### src/design/ref_ctl_pkg.sv
package ref_ctl_pkg;

	// ------------------------------------------------------------
	// bus geometry
	// ------------------------------------------------------------
	localparam int ADDR_W = 16;
	localparam int DATA_W = 32;
	localparam int NREF   = 8;
	localparam int NEVT   = 4;
	localparam int NIRQ   = NREF * NEVT;
	localparam int STEP_W = 16;

	// ------------------------------------------------------------
	// register indices (byte address is four times the index)
	// ------------------------------------------------------------
	localparam logic [11:0] IDX_IRQ_CLR_AB   = 12'hA08;
	localparam logic [11:0] IDX_IRQ_CLR_B    = 12'hA09;
	localparam logic [11:0] IDX_IRQ_CLR_C    = 12'hA0A;
	localparam logic [11:0] IDX_IRQ_CLR_D    = 12'hA0B;
	localparam logic [11:0] IDX_PHASE_CTRL   = 12'hA0C;
	localparam logic [11:0] IDX_PROFILE      = 12'hA0D;
	localparam logic [11:0] IDX_TIMEOUT      = 12'hA0E;
	localparam logic [11:0] IDX_OVERRIDE     = 12'hA0F;
	localparam logic [11:0] IDX_BYPASS       = 12'hA10;
	localparam logic [11:0] IDX_STEP_LO      = 12'h314;
	localparam logic [11:0] IDX_STEP_HI      = 12'h315;
	localparam logic [11:0] IDX_IRQ_STATUS   = 12'hA20;
	localparam logic [11:0] IDX_IRQ_MASK     = 12'hA21;
	localparam logic [11:0] IDX_PHASE_OFFSET = 12'hA22;

	localparam logic [15:0] A_IRQ_CLR_AB   = {2'b00, IDX_IRQ_CLR_AB, 2'b00};
	localparam logic [15:0] A_IRQ_CLR_B    = {2'b00, IDX_IRQ_CLR_B, 2'b00};
	localparam logic [15:0] A_IRQ_CLR_C    = {2'b00, IDX_IRQ_CLR_C, 2'b00};
	localparam logic [15:0] A_IRQ_CLR_D    = {2'b00, IDX_IRQ_CLR_D, 2'b00};
	localparam logic [15:0] A_PHASE_CTRL   = {2'b00, IDX_PHASE_CTRL, 2'b00};
	localparam logic [15:0] A_PROFILE      = {2'b00, IDX_PROFILE, 2'b00};
	localparam logic [15:0] A_TIMEOUT      = {2'b00, IDX_TIMEOUT, 2'b00};
	localparam logic [15:0] A_OVERRIDE     = {2'b00, IDX_OVERRIDE, 2'b00};
	localparam logic [15:0] A_BYPASS       = {2'b00, IDX_BYPASS, 2'b00};
	localparam logic [15:0] A_STEP_LO      = {2'b00, IDX_STEP_LO, 2'b00};
	localparam logic [15:0] A_STEP_HI      = {2'b00, IDX_STEP_HI, 2'b00};
	localparam logic [15:0] A_IRQ_STATUS   = {2'b00, IDX_IRQ_STATUS, 2'b00};
	localparam logic [15:0] A_IRQ_MASK     = {2'b00, IDX_IRQ_MASK, 2'b00};
	localparam logic [15:0] A_PHASE_OFFSET = {2'b00, IDX_PHASE_OFFSET, 2'b00};

	// ------------------------------------------------------------
	// fields and reset values
	// ------------------------------------------------------------
	localparam int PH_INCR_BIT  = 0;
	localparam int PH_DECR_BIT  = 1;
	localparam int PH_RESET_BIT = 2;

	localparam logic [7:0]  RST_OVERRIDE = 8'h00;
	localparam logic [7:0]  RST_BYPASS   = 8'h00;
	localparam logic [15:0] RST_STEP     = 16'h0000;
	localparam logic [31:0] RST_IRQ_MASK = 32'h0000_0000;

endpackage

### src/design/ref_ctl_strobes.sv
`timescale 1ns/1ps

module ref_ctl_strobes
	import ref_ctl_pkg::*;
#(
	parameter int OFFSET_W = 32
)
(
	input  wire logic                          pclk,
	input  wire logic                          presetn,
	input  wire logic                          psel,
	input  wire logic                          penable,
	input  wire logic                          pwrite,
	input  wire logic [ref_ctl_pkg::ADDR_W-1:0] paddr,
	input  wire logic [ref_ctl_pkg::DATA_W-1:0] pwdata,
	output logic      [ref_ctl_pkg::DATA_W-1:0] prdata,
	output logic                               pready,
	output logic                               pslverr,
	input  wire logic [ref_ctl_pkg::NIRQ-1:0]   ref_event,
	input  wire logic                          clear_all,
	output logic                               irq,
	output logic      [OFFSET_W-1:0]           phase_offset,
	output logic      [ref_ctl_pkg::NREF-1:0]   profile_start,
	output logic      [ref_ctl_pkg::NREF-1:0]   timeout_force,
	output logic      [ref_ctl_pkg::NREF-1:0]   mon_override,
	output logic      [ref_ctl_pkg::NREF-1:0]   mon_bypass
);

	import ref_ctl_pkg::*;

	// ------------------------------------------------------------
	// elaboration checks
	// ------------------------------------------------------------
	if (OFFSET_W < STEP_W || OFFSET_W > DATA_W)
	begin : g_bad_width
		$error("OFFSET_W must lie between step width and bus width");
	end

	// ------------------------------------------------------------
	// state
	// ------------------------------------------------------------
	logic [NIRQ-1:0]   irq_status_q;
	logic [NIRQ-1:0]   irq_mask_q;
	logic [STEP_W-1:0] step_q;
	logic [NIRQ-1:0]   clr_vec;
	logic [DATA_W-1:0] rd_data;
	logic              rd_hit;
	logic              access;
	logic              wr_en;
	logic [7:0]        wbyte;

	// ------------------------------------------------------------
	// apb handshake: one wait cycle, then pready
	// ------------------------------------------------------------
	assign access = psel && penable;
	assign wr_en  = access && pready && pwrite;
	assign wbyte  = pwdata[7:0];

	always_ff @(posedge pclk or negedge presetn)
	begin
		if (!presetn)
			pready <= 1'b0;
		else
			pready <= access && !pready;
	end

	always_ff @(posedge pclk or negedge presetn)
	begin
		if (!presetn)
		begin
			prdata  <= '0;
			pslverr <= 1'b0;
		end
		else if (access && !pready)
		begin
			prdata  <= pwrite ? '0 : rd_data;
			pslverr <= !rd_hit;
		end
		else
		begin
			prdata  <= '0;
			pslverr <= 1'b0;
		end
	end

	// ------------------------------------------------------------
	// address decode, read data (strobe registers read as zero)
	// ------------------------------------------------------------
	always_comb
	begin
		rd_data = '0;
		rd_hit  = 1'b1;
		if (paddr == A_IRQ_CLR_AB || paddr == A_IRQ_CLR_B ||
			paddr == A_IRQ_CLR_C || paddr == A_IRQ_CLR_D)
			rd_data = '0;
		else if (paddr == A_PHASE_CTRL || paddr == A_PROFILE ||
			paddr == A_TIMEOUT)
			rd_data = '0;
		else if (paddr == A_OVERRIDE)
			rd_data = {24'h00_0000, mon_override};
		else if (paddr == A_BYPASS)
			rd_data = {24'h00_0000, mon_bypass};
		else if (paddr == A_STEP_LO)
			rd_data = {24'h00_0000, step_q[7:0]};
		else if (paddr == A_STEP_HI)
			rd_data = {24'h00_0000, step_q[15:8]};
		else if (paddr == A_IRQ_STATUS)
			rd_data = irq_status_q;
		else if (paddr == A_IRQ_MASK)
			rd_data = irq_mask_q;
		else if (paddr == A_PHASE_OFFSET)
			rd_data = DATA_W'(phase_offset);
		else
			rd_hit = 1'b0;
	end

	// ------------------------------------------------------------
	// interrupt clear strobes, one byte per reference pair
	// ------------------------------------------------------------
	always_comb
	begin
		clr_vec = '0;
		if (wr_en && paddr == A_IRQ_CLR_AB)
			clr_vec[7:0] = wbyte;
		else if (wr_en && paddr == A_IRQ_CLR_B)
			clr_vec[15:8] = wbyte;
		else if (wr_en && paddr == A_IRQ_CLR_C)
			clr_vec[23:16] = wbyte;
		else if (wr_en && paddr == A_IRQ_CLR_D)
			clr_vec[31:24] = wbyte;
	end

	// ------------------------------------------------------------
	// latched interrupts, mask, interrupt output
	// ------------------------------------------------------------
	always_ff @(posedge pclk or negedge presetn)
	begin
		if (!presetn)
			irq_mask_q <= RST_IRQ_MASK;
		else if (wr_en && paddr == A_IRQ_MASK)
			irq_mask_q <= pwdata;
	end

	// new event wins over a clear in the same cycle
	always_ff @(posedge pclk or negedge presetn)
	begin
		if (!presetn)
			irq_status_q <= '0;
		else
			irq_status_q <= ((clear_all ? '0 : irq_status_q & ~clr_vec))
				| (ref_event & ~irq_mask_q);
	end

	always_ff @(posedge pclk or negedge presetn)
	begin
		if (!presetn)
			irq <= 1'b0;
		else
			irq <= |(irq_status_q & ~irq_mask_q);
	end

	// ------------------------------------------------------------
	// incremental phase offset
	// ------------------------------------------------------------
	always_ff @(posedge pclk or negedge presetn)
	begin
		if (!presetn)
			step_q <= RST_STEP;
		else if (wr_en && paddr == A_STEP_LO)
			step_q[7:0] <= wbyte;
		else if (wr_en && paddr == A_STEP_HI)
			step_q[15:8] <= wbyte;
	end

	always_ff @(posedge pclk or negedge presetn)
	begin
		if (!presetn)
			phase_offset <= '0;
		else if (wr_en && paddr == A_PHASE_CTRL)
		begin
			if (wbyte[PH_RESET_BIT])
				phase_offset <= '0;
			else if (wbyte[PH_INCR_BIT] && !wbyte[PH_DECR_BIT])
				phase_offset <= phase_offset
					+ OFFSET_W'(step_q);
			else if (wbyte[PH_DECR_BIT] && !wbyte[PH_INCR_BIT])
				phase_offset <= phase_offset
					- OFFSET_W'(step_q);
		end
	end

	// ------------------------------------------------------------
	// one-cycle start and timeout strobes
	// ------------------------------------------------------------
	always_ff @(posedge pclk or negedge presetn)
	begin
		if (!presetn)
			profile_start <= '0;
		else if (wr_en && paddr == A_PROFILE)
			profile_start <= wbyte;
		else
			profile_start <= '0;
	end

	always_ff @(posedge pclk or negedge presetn)
	begin
		if (!presetn)
			timeout_force <= '0;
		else if (wr_en && paddr == A_TIMEOUT)
			timeout_force <= wbyte;
		else
			timeout_force <= '0;
	end

	// ------------------------------------------------------------
	// static monitor controls
	// ------------------------------------------------------------
	always_ff @(posedge pclk or negedge presetn)
	begin
		if (!presetn)
			mon_override <= RST_OVERRIDE;
		else if (wr_en && paddr == A_OVERRIDE)
			mon_override <= wbyte;
	end

	always_ff @(posedge pclk or negedge presetn)
	begin
		if (!presetn)
			mon_bypass <= RST_BYPASS;
		else if (wr_en && paddr == A_BYPASS)
			mon_bypass <= wbyte;
	end
endmodule // ref_ctl_strobes

### config.mk
export PLATFORM = sky130hd
export DESIGN_NAME = ref_ctl_strobes
export DESIGN_NICKNAME = d
export VERILOG_FILES = /design/src/design/ref_ctl_pkg.sv /design/src/design/ref_ctl_strobes.sv
export SDC_FILE = /design/constraint.sdc
export NUM_CORES = 1
export LEC_CHECK = 0
export BUFFER_PORTS_ARGS = -buffer_cell sky130_fd_sc_hd__clkbuf_2
export CORE_UTILIZATION = 35
export CTS_CLUSTER_SIZE = 16
export DETAILED_ROUTE_END_ITERATION = 8
export PLACE_DENSITY_LB_ADDON = 0.08
export SKIP_LAST_GASP = 1
export SYNTH_ARGS = -nofsm -noshare
export SYNTH_HDL_FRONTEND = slang
export SYNTH_SLANG_ARGS = --single-unit
### constraint.sdc
create_clock -name pclk -period 5.8 [get_ports pclk]
set_input_delay 1.74 -clock pclk [delete_from_list [all_inputs] [get_ports pclk]]
set_output_delay 1.74 -clock pclk [all_outputs]
set_load 0.005 [all_outputs]
==> impl_results.md, run 1 <==
* Outcome: finished clean
* Max FO, Critical Path at 14
* Layout cell share with drive strength beyond 1 at 0.265
* Synth Instances at 977
* Number of global-route vias before repair at 8,239
* DRC Markers at 0
* Headroom to the max-slew limit at 0.435
* CTS clk-pin slew, worst paths at 0.07 ns
* DRT Pass-1 Iters at 7
* Synthesized area at 0.00968 sq mm
* EDFF count, synth at 0
* Met1 Use GR at 0.324
* Top FF cell, synth: dfrtp_1
* Final setup fails at 0
* FP Rows at 60
* Final hold violation count at 0
* Post-placement setup slack at 0.602 ns
* Peak per-stage delay on the critical path at 0.62 ns
* Global-route wire length before repair at 49,700 microns
* I/O Pins at 185
* Worst Path Arrival at 5.12 ns
* Antenna violations before repair at 0
* Fin nets at 1,278
* Pwr Density at 230 mW/mm^2
* F_max at 208 MHz
* Min-delay worst type: reg -> reg
* Area Overhead vs Synth at 20.1%
* Fin Setup TNS at 0 ns
* Clk sinks at 179
* Worst-Margin Slew at 0.840 ns
* Synth top area cells: dfrtp_1 46%, mux2_2 7.1%, ha_1 4.8%, nor2_1 3.4%, a222oi_1 3.3%
* Die Ht at 168 microns
* Area after DPL at 0.0110 sq mm
* Grt ovf at 0
* RSZ-0062 raised after global routing: false
* Crit path launch type: input pin
* Async SR Flop Fraction at 1.00
* Yosys warns at 0
* DRT iter0 DRCs at 840
* Clock root cell: clkbuf_16
* DR WL/cell at 21.6 microns
* Most frequent CP cell: o211ai_1
* Largest net degree at the start of global routing at 56
* CTS tree: built
* Syn avg cell area at 9.91 sq um
* Cell variety after synth at 67
* CP Cell Sequence: clkbuf_2 > nand2b_1 > o31ai_1 > xnor2_1 > ha_1 > o211ai_1 > o21ai_0 > o211ai_1 > a311oi_1 > o211ai_1 > and4_1 > o21ai_0 > o311ai_1
* Vias per cell at 5.52
* Placed Cells at 1,476
* Post-Route WL at 32,600 microns
* WS Path Type: in -> reg
* Total track usage at 0.233
* Grt peak-use layer: met2
* Met2 Use GR at 0.375
* Design Area, Final at 0.0116 sq mm
* Ant diodes at 0
* Max Cap Viol at 0
* Resized Gates After CTS at 0
* H-tree Lvls at 4
* Post-synth top cells: 179 x dfrtp_1, 88 x nor2_1, 81 x nand2_1
* Share of the synthesized area in the top cell type at 0.463
* CTS buffer count at 17
* Chip width at 168 microns
* Non-Filler Instances at 1,508
* HPWL Detailed at 23,700 microns
* Clk Latency, worst-skew pair at 0.43 ns
* Hold Buf Count CTS at 0
* Vias after detailed routing at 8,326
* Slowest cell on crit path: a311oi_1
* Post-synthesis sequential area ratio at 0.463
* Worst Path Required at 6.10 ns
* Final ANT Viol Nets at 0
* Final WS setup at 0.986 ns
* Overall Power at 2680 uW
* Yosys reg bits at 179
* Max Slew Vio Count at 0
* Crit. End Element: flop
* Die ar. at 0.0283 sq mm
* Min cycle time layout at 4.81 ns
* Ratio of final minimum period to clock period at 0.830
* Clock Path Buffers at 2
* Port bufs at 184
* Most frequent cell after synthesis: dfrtp_1
* Setup Buffers After CTS at 0
* Post-synth top area cell: dfrtp_1
* Clk_skew at 0.0124 ns
* GPL Wtd Cong at 0.856
* Post-Syn Nets at 1,101
* Met3 usage at 0.0461
* Core area at 0.0270 sq mm
* VDD IR max at 194 uV
* Initial Utilization at 0.358
* Filler Cell Count at 2,731
* Leakage at 0.00580 uW
-- flip-flops by register name, summed over array words and instances (netlist names), 8 cells and up --
name / count
profile_start: 8
step_q: 16
timeout_force: 8
irq_mask_q: 32
mon_override: 8
phase_offset: 32
mon_bypass: 8
irq_status_q: 32
prdata: 32
-- cell type report --
| cell class | instances | area [sq um] | share of cell area |
|---|---|---|---|
| clock buffer | 18 | 439 | 0.0378 |
| clock inverter | 14 | 179 | 0.0154 |
| inverter | 78 | 293 | 0.0252 |
| multi-input combinational | 676 | 4750 | 0.408 |
| sequential | 179 | 4480 | 0.385 |
| tap | 341 | 427 | 0.0367 |
| timing repair buffer | 202 | 1060 | 0.0914 |
-- through the flow --
step,hold slack (ns),util
floorplan,0.466,-
global placement,0.484,0.407
detailed placement,0.492,0.407
CTS,0.503,0.430
global route,0.523,0.430
finish,0.501,0.430
-- power by group --
part / internal, uW / switching [uW]
clock: 603 / 599
sequential: 1260 / 9.89
combinational: 70.6 / 131
total: 1940 / 740
-- logic make-up after synthesis --
kind of cell / share of synthesized area
buffers and inverters: 0.0496
multiplexers: 0.0773
AO/OA/AOI/OAI: 0.180
flip-flops: 0.463
AND/OR/NAND/NOR: 0.147
adder cells (fa/ha/maj): 0.0499
XOR/XNOR: 0.0335
-- critical path, delay by kind of cell --
kind / cells / cell delay [ns]
XOR/XNOR: 1 / 0.17
AO/OA/AOI/OAI: 8 / 2.01
AND/OR/NAND/NOR: 2 / 0.67
adder cells (fa/ha/maj): 1 / 0.36
buffers and inverters: 1 / 0.15
-- placed cells by master, fill, tap and decap left out, drive strengths merged, types with 3 or more instances in the layout --
cell and n:
mux2 62, nand3 18, and2 21, a21oi 40
nand2 82, or2 3, buf 19, xnor2 20
nor4 8, mux2i 5, dfrtp 179, o22ai 15
nor2b 7, nand2b 10, clkbuf 201, o21bai 6
o211ai 10, inv 85, a211oi 5, o31ai 12
a31oi 7, o41ai 3, ha 37, a22oi 3
nand4b 3, a21o 12, o32ai 23, o21a 5
a211o 7, a32o 3, xor2 17, a222oi 32
o21ai 46, or3 11, clkinv 6, nor3 14
nor2 92, or4 5, nand4 7
-- routing by layer --
metal / wire length [microns] / part of all wire
met1: 14900 / 0.46
met5: 0 / 0
met4: 366 / 0.011
met3: 2130 / 0.065
met2: 15200 / 0.47
-- worst paths after layout --
| kind | cells past startpoint | start | slack, ns | endpoint |
|---|---|---|---|---|
| setup / recovery | 13 | pwdata[1] | 0.99 | phase_offset[31] |
| hold / removal | 1 | pready | 0.50 | pready |
| min in group asynchronous | 1 | presetn | 1.25 | timeout_force[4] |
| hold reg to reg | 1 | pready | 0.50 | pready |
| setup reg to reg | 18 | step_q[0] | 1.34 | phase_offset[31] |
| max in group asynchronous | 2 | presetn | 3.48 | phase_offset[11] |
(Power assumes the default switching activity.)
==> run 2, diff against run 1 <==
- clock period: 5.8 -> 4.62 ns (I/O delays scaled with it)
==> run 2 against run 1 <==
Effect of this change:
- final area up 0.63%
- combinational power up 28%
- clock power up 20%
- global-route usage down 0.090 points
- critical path depth up 6
- sequential share of layout area down 0.24 points
- utilization up 0.27 points
- sequential power up 26%
- critical endpoint unchanged
- largest cell class unchanged
- largest power group unchanged
- highest routed layer is now met5
==> impl_results.md, run 2 (same netlist as run 1, synthesis figures left out) <==
* Final hold violation count at 0 (unchanged)
* Peak per-stage delay on the critical path at 0.47 ns (-0.15 ns)
* Max Cap Viol at 0 (unchanged)
* CTS clk-pin slew, worst paths at 0.07 ns (about the same)
* Min-delay worst type: reg -> reg
* Clock root cell: clkbuf_16
* VDD IR max at 212 uV (+9.3%)
* Sequential cell area at 0.00448 sq mm (unchanged)
* Slowest cell on crit path: or4_1
* Layout cell share with drive strength beyond 1 at 0.276 (+0.0116)
* Fin nets at 1,295 (+1.3%)
* CTS tree: built
* Core area at 0.0270 sq mm (unchanged)
* FP Rows at 60 (unchanged)
* Filler Cell Count at 2,732 (+0.037%)
* Worst path bufs/invs at 3 (+2)
* Final ANT Viol Nets at 0 (unchanged)
* Area occupied by multi-input gates at 0.00475 sq mm (+0.11%)
* Vias after detailed routing at 8,384 (+0.70%)
* Number of global-route vias before repair at 8,134 (-1.3%)
* Clock Path Buffers at 2 (unchanged)
* Max Slew Vio Count at 0 (unchanged)
* Area Overhead vs Synth at 20.8%
* Largest net degree at the start of global routing at 76 (+36%)
* Antenna violations before repair at 1 (+1)
* Initial Utilization at 0.358 (unchanged)
* F_max at 238 MHz
* Grt ovf at 0 (unchanged)
* WS Path Type: reg -> reg
* Fin Setup TNS at 0 ns (unchanged)
* Ant diodes at 0 (unchanged)
* Overall Power at 3290 uW (+23%)
* Clk_skew at 0.0143 ns (+0.00183 ns)
* Vias per cell at 5.50 (-0.36%)
* Global-route wire length before repair at 49,500 microns (-0.50%)
* Setup Buffers After CTS at 0 (unchanged)
* DRT iter0 DRCs at 684 (-19%)
* Pwr Density at 281 mW/mm^2 (+22%)
* Ratio of final minimum period to clock period at 0.908
* Clk Latency, worst-skew pair at 0.44 ns (about the same)
* Port bufs at 184 (unchanged)
* H-tree Lvls at 4 (unchanged)
* Worst Path Required at 4.92 ns (-1.18 ns)
* Crit. End Element: flop
* CTS buffer count at 17 (unchanged)
* Clk sinks at 179 (unchanged)
* Leakage at 0.00585 uW (+1.0%)
* Min cycle time layout at 4.20 ns
* CP Cell Sequence: inv_1 > ha_1 > nand2_1 > nor3_1 > nand2_1 > or4_1 > nor3_1 > buf_4 > nor2_1 > ha_2 > o21ai_0 > a21oi_1 > o221ai_1 > a311oi_1 > buf_4 > o211ai_1 > and4_1 > o21ai_0 > o311ai_1
* GPL Wtd Cong at 0.845 (-1.3%)
* Worst-Margin Slew at 1.01 ns (+0.170 ns)
* Die ar. at 0.0283 sq mm (unchanged)
* Worst Path Arrival at 4.49 ns (-0.63 ns)
* Outcome: finished clean
* Hold Buf Count CTS at 0 (unchanged)
* Die Ht at 168 microns (unchanged)
* DR WL/cell at 21.4 microns (-0.90%)
* Flop2flop setup slack at 0.42 ns (-0.92 ns)
* Crit-path leading delay family: simple AND/OR/NAND/NOR gates
* Chip width at 168 microns (unchanged)
* Resized Gates After CTS at 0 (unchanged)
* Crit path launch type: flop
* RSZ-0062 raised after global routing: false
* I/O Pins at 185 (unchanged)
* Max FO, Critical Path at 8 (-6)
* HPWL Detailed at 24,200 microns (+2.1%)
* Post-Route WL at 32,700 microns (+0.15%)
* Highest-count cells in the layout ignoring fill and taps: 183 x clkbuf_2, 179 x dfrtp_1, 88 x nor2_1
* DRC Markers at 0 (unchanged)
* DRT Pass-1 Iters at 8 (+1)
* Commonest non-fill, non-tap cell in the layout: clkbuf_2
* Total track usage at 0.233 (-0.000897)
* Headroom to the max-slew limit at 0.325 (-0.110)
* Final setup fails at 0 (unchanged)
run 2: cell count changes in the layout (fill, tap and decap cells not counted):
cell,before,now
buf_4,18,35
ha_2,0,2
clkinv_2,0,2
inv_12,2,0
clkinv_4,2,0
inv_6,0,5
clkbuf_8,1,0
ha_1,37,35
clkinv_8,4,1
run 2: final cells by class:
class	instances	area share
sequential	179	0.383
clock buffer	17	0.0364
inverter	78	0.0250
tap	341	0.0365
multi-input combinational	676	0.406
clock inverter	14	0.0114
timing repair buffer	219	0.102
run 2: final timing paths:
kind                                 from                to  depth (start not counted)
worst max-delay path            step_q[0]  phase_offset[31]                         19
worst min-delay path               pready            pready                          1
worst max register to register  step_q[0]  phase_offset[31]                         19
worst min register to register     pready            pready                          1
max in group asynchronous         presetn  irq_status_q[26]                          2
min in group asynchronous         presetn  profile_start[4]                          1
run 2: stage by stage:
step / instances / setup slack [ns] / instance area, sq um / hold slack (ns) / util
6_report: 1524 / 0.425 / 11700 / 0.497 / 0.433
5_1_grt: 1524 / 0.0263 / 11700 / 0.518 / 0.433
3_3_place_gp: 1493 / 0.170 / 11100 / 0.487 / 0.412
3_5_place_dp: 1493 / 0.117 / 11100 / 0.493 / 0.412
2_1_floorplan: 977 / 0.299 / 9680 / 0.466 / -
4_1_cts: 1524 / 0.414 / 11700 / 0.504 / 0.433
run 2: routing by layer:
layer,routed length (microns),GRT usage,share of wire,vias to the layer above
met5,13,0,0.00040,-
met4,455,0.0613,0.014,2
met3,1410,0.0291,0.043,26
met2,15200,0.373,0.47,224
met1,15600,0.330,0.48,4186
li1,-,-,-,3946
run 2: worst reg2reg max path, delay by kind of cell, from the launching register on:
| kind | cells | cell delay (ns) |
|---|---|---|
| buffers and inverters | 3 | 0.50 |
| DFF | 1 | 0.43 |
| and+or+nand+nor | 7 | 1.40 |
| adders and majority gates | 2 | 0.60 |
| AOI/OAI and AO/OA | 7 | 1.14 |
run 2: power breakdown:
group          internal (uW)  switching, uW
clock                    717            719
combinational           92.4            165
sequential              1590           12.9
total                   2390            897
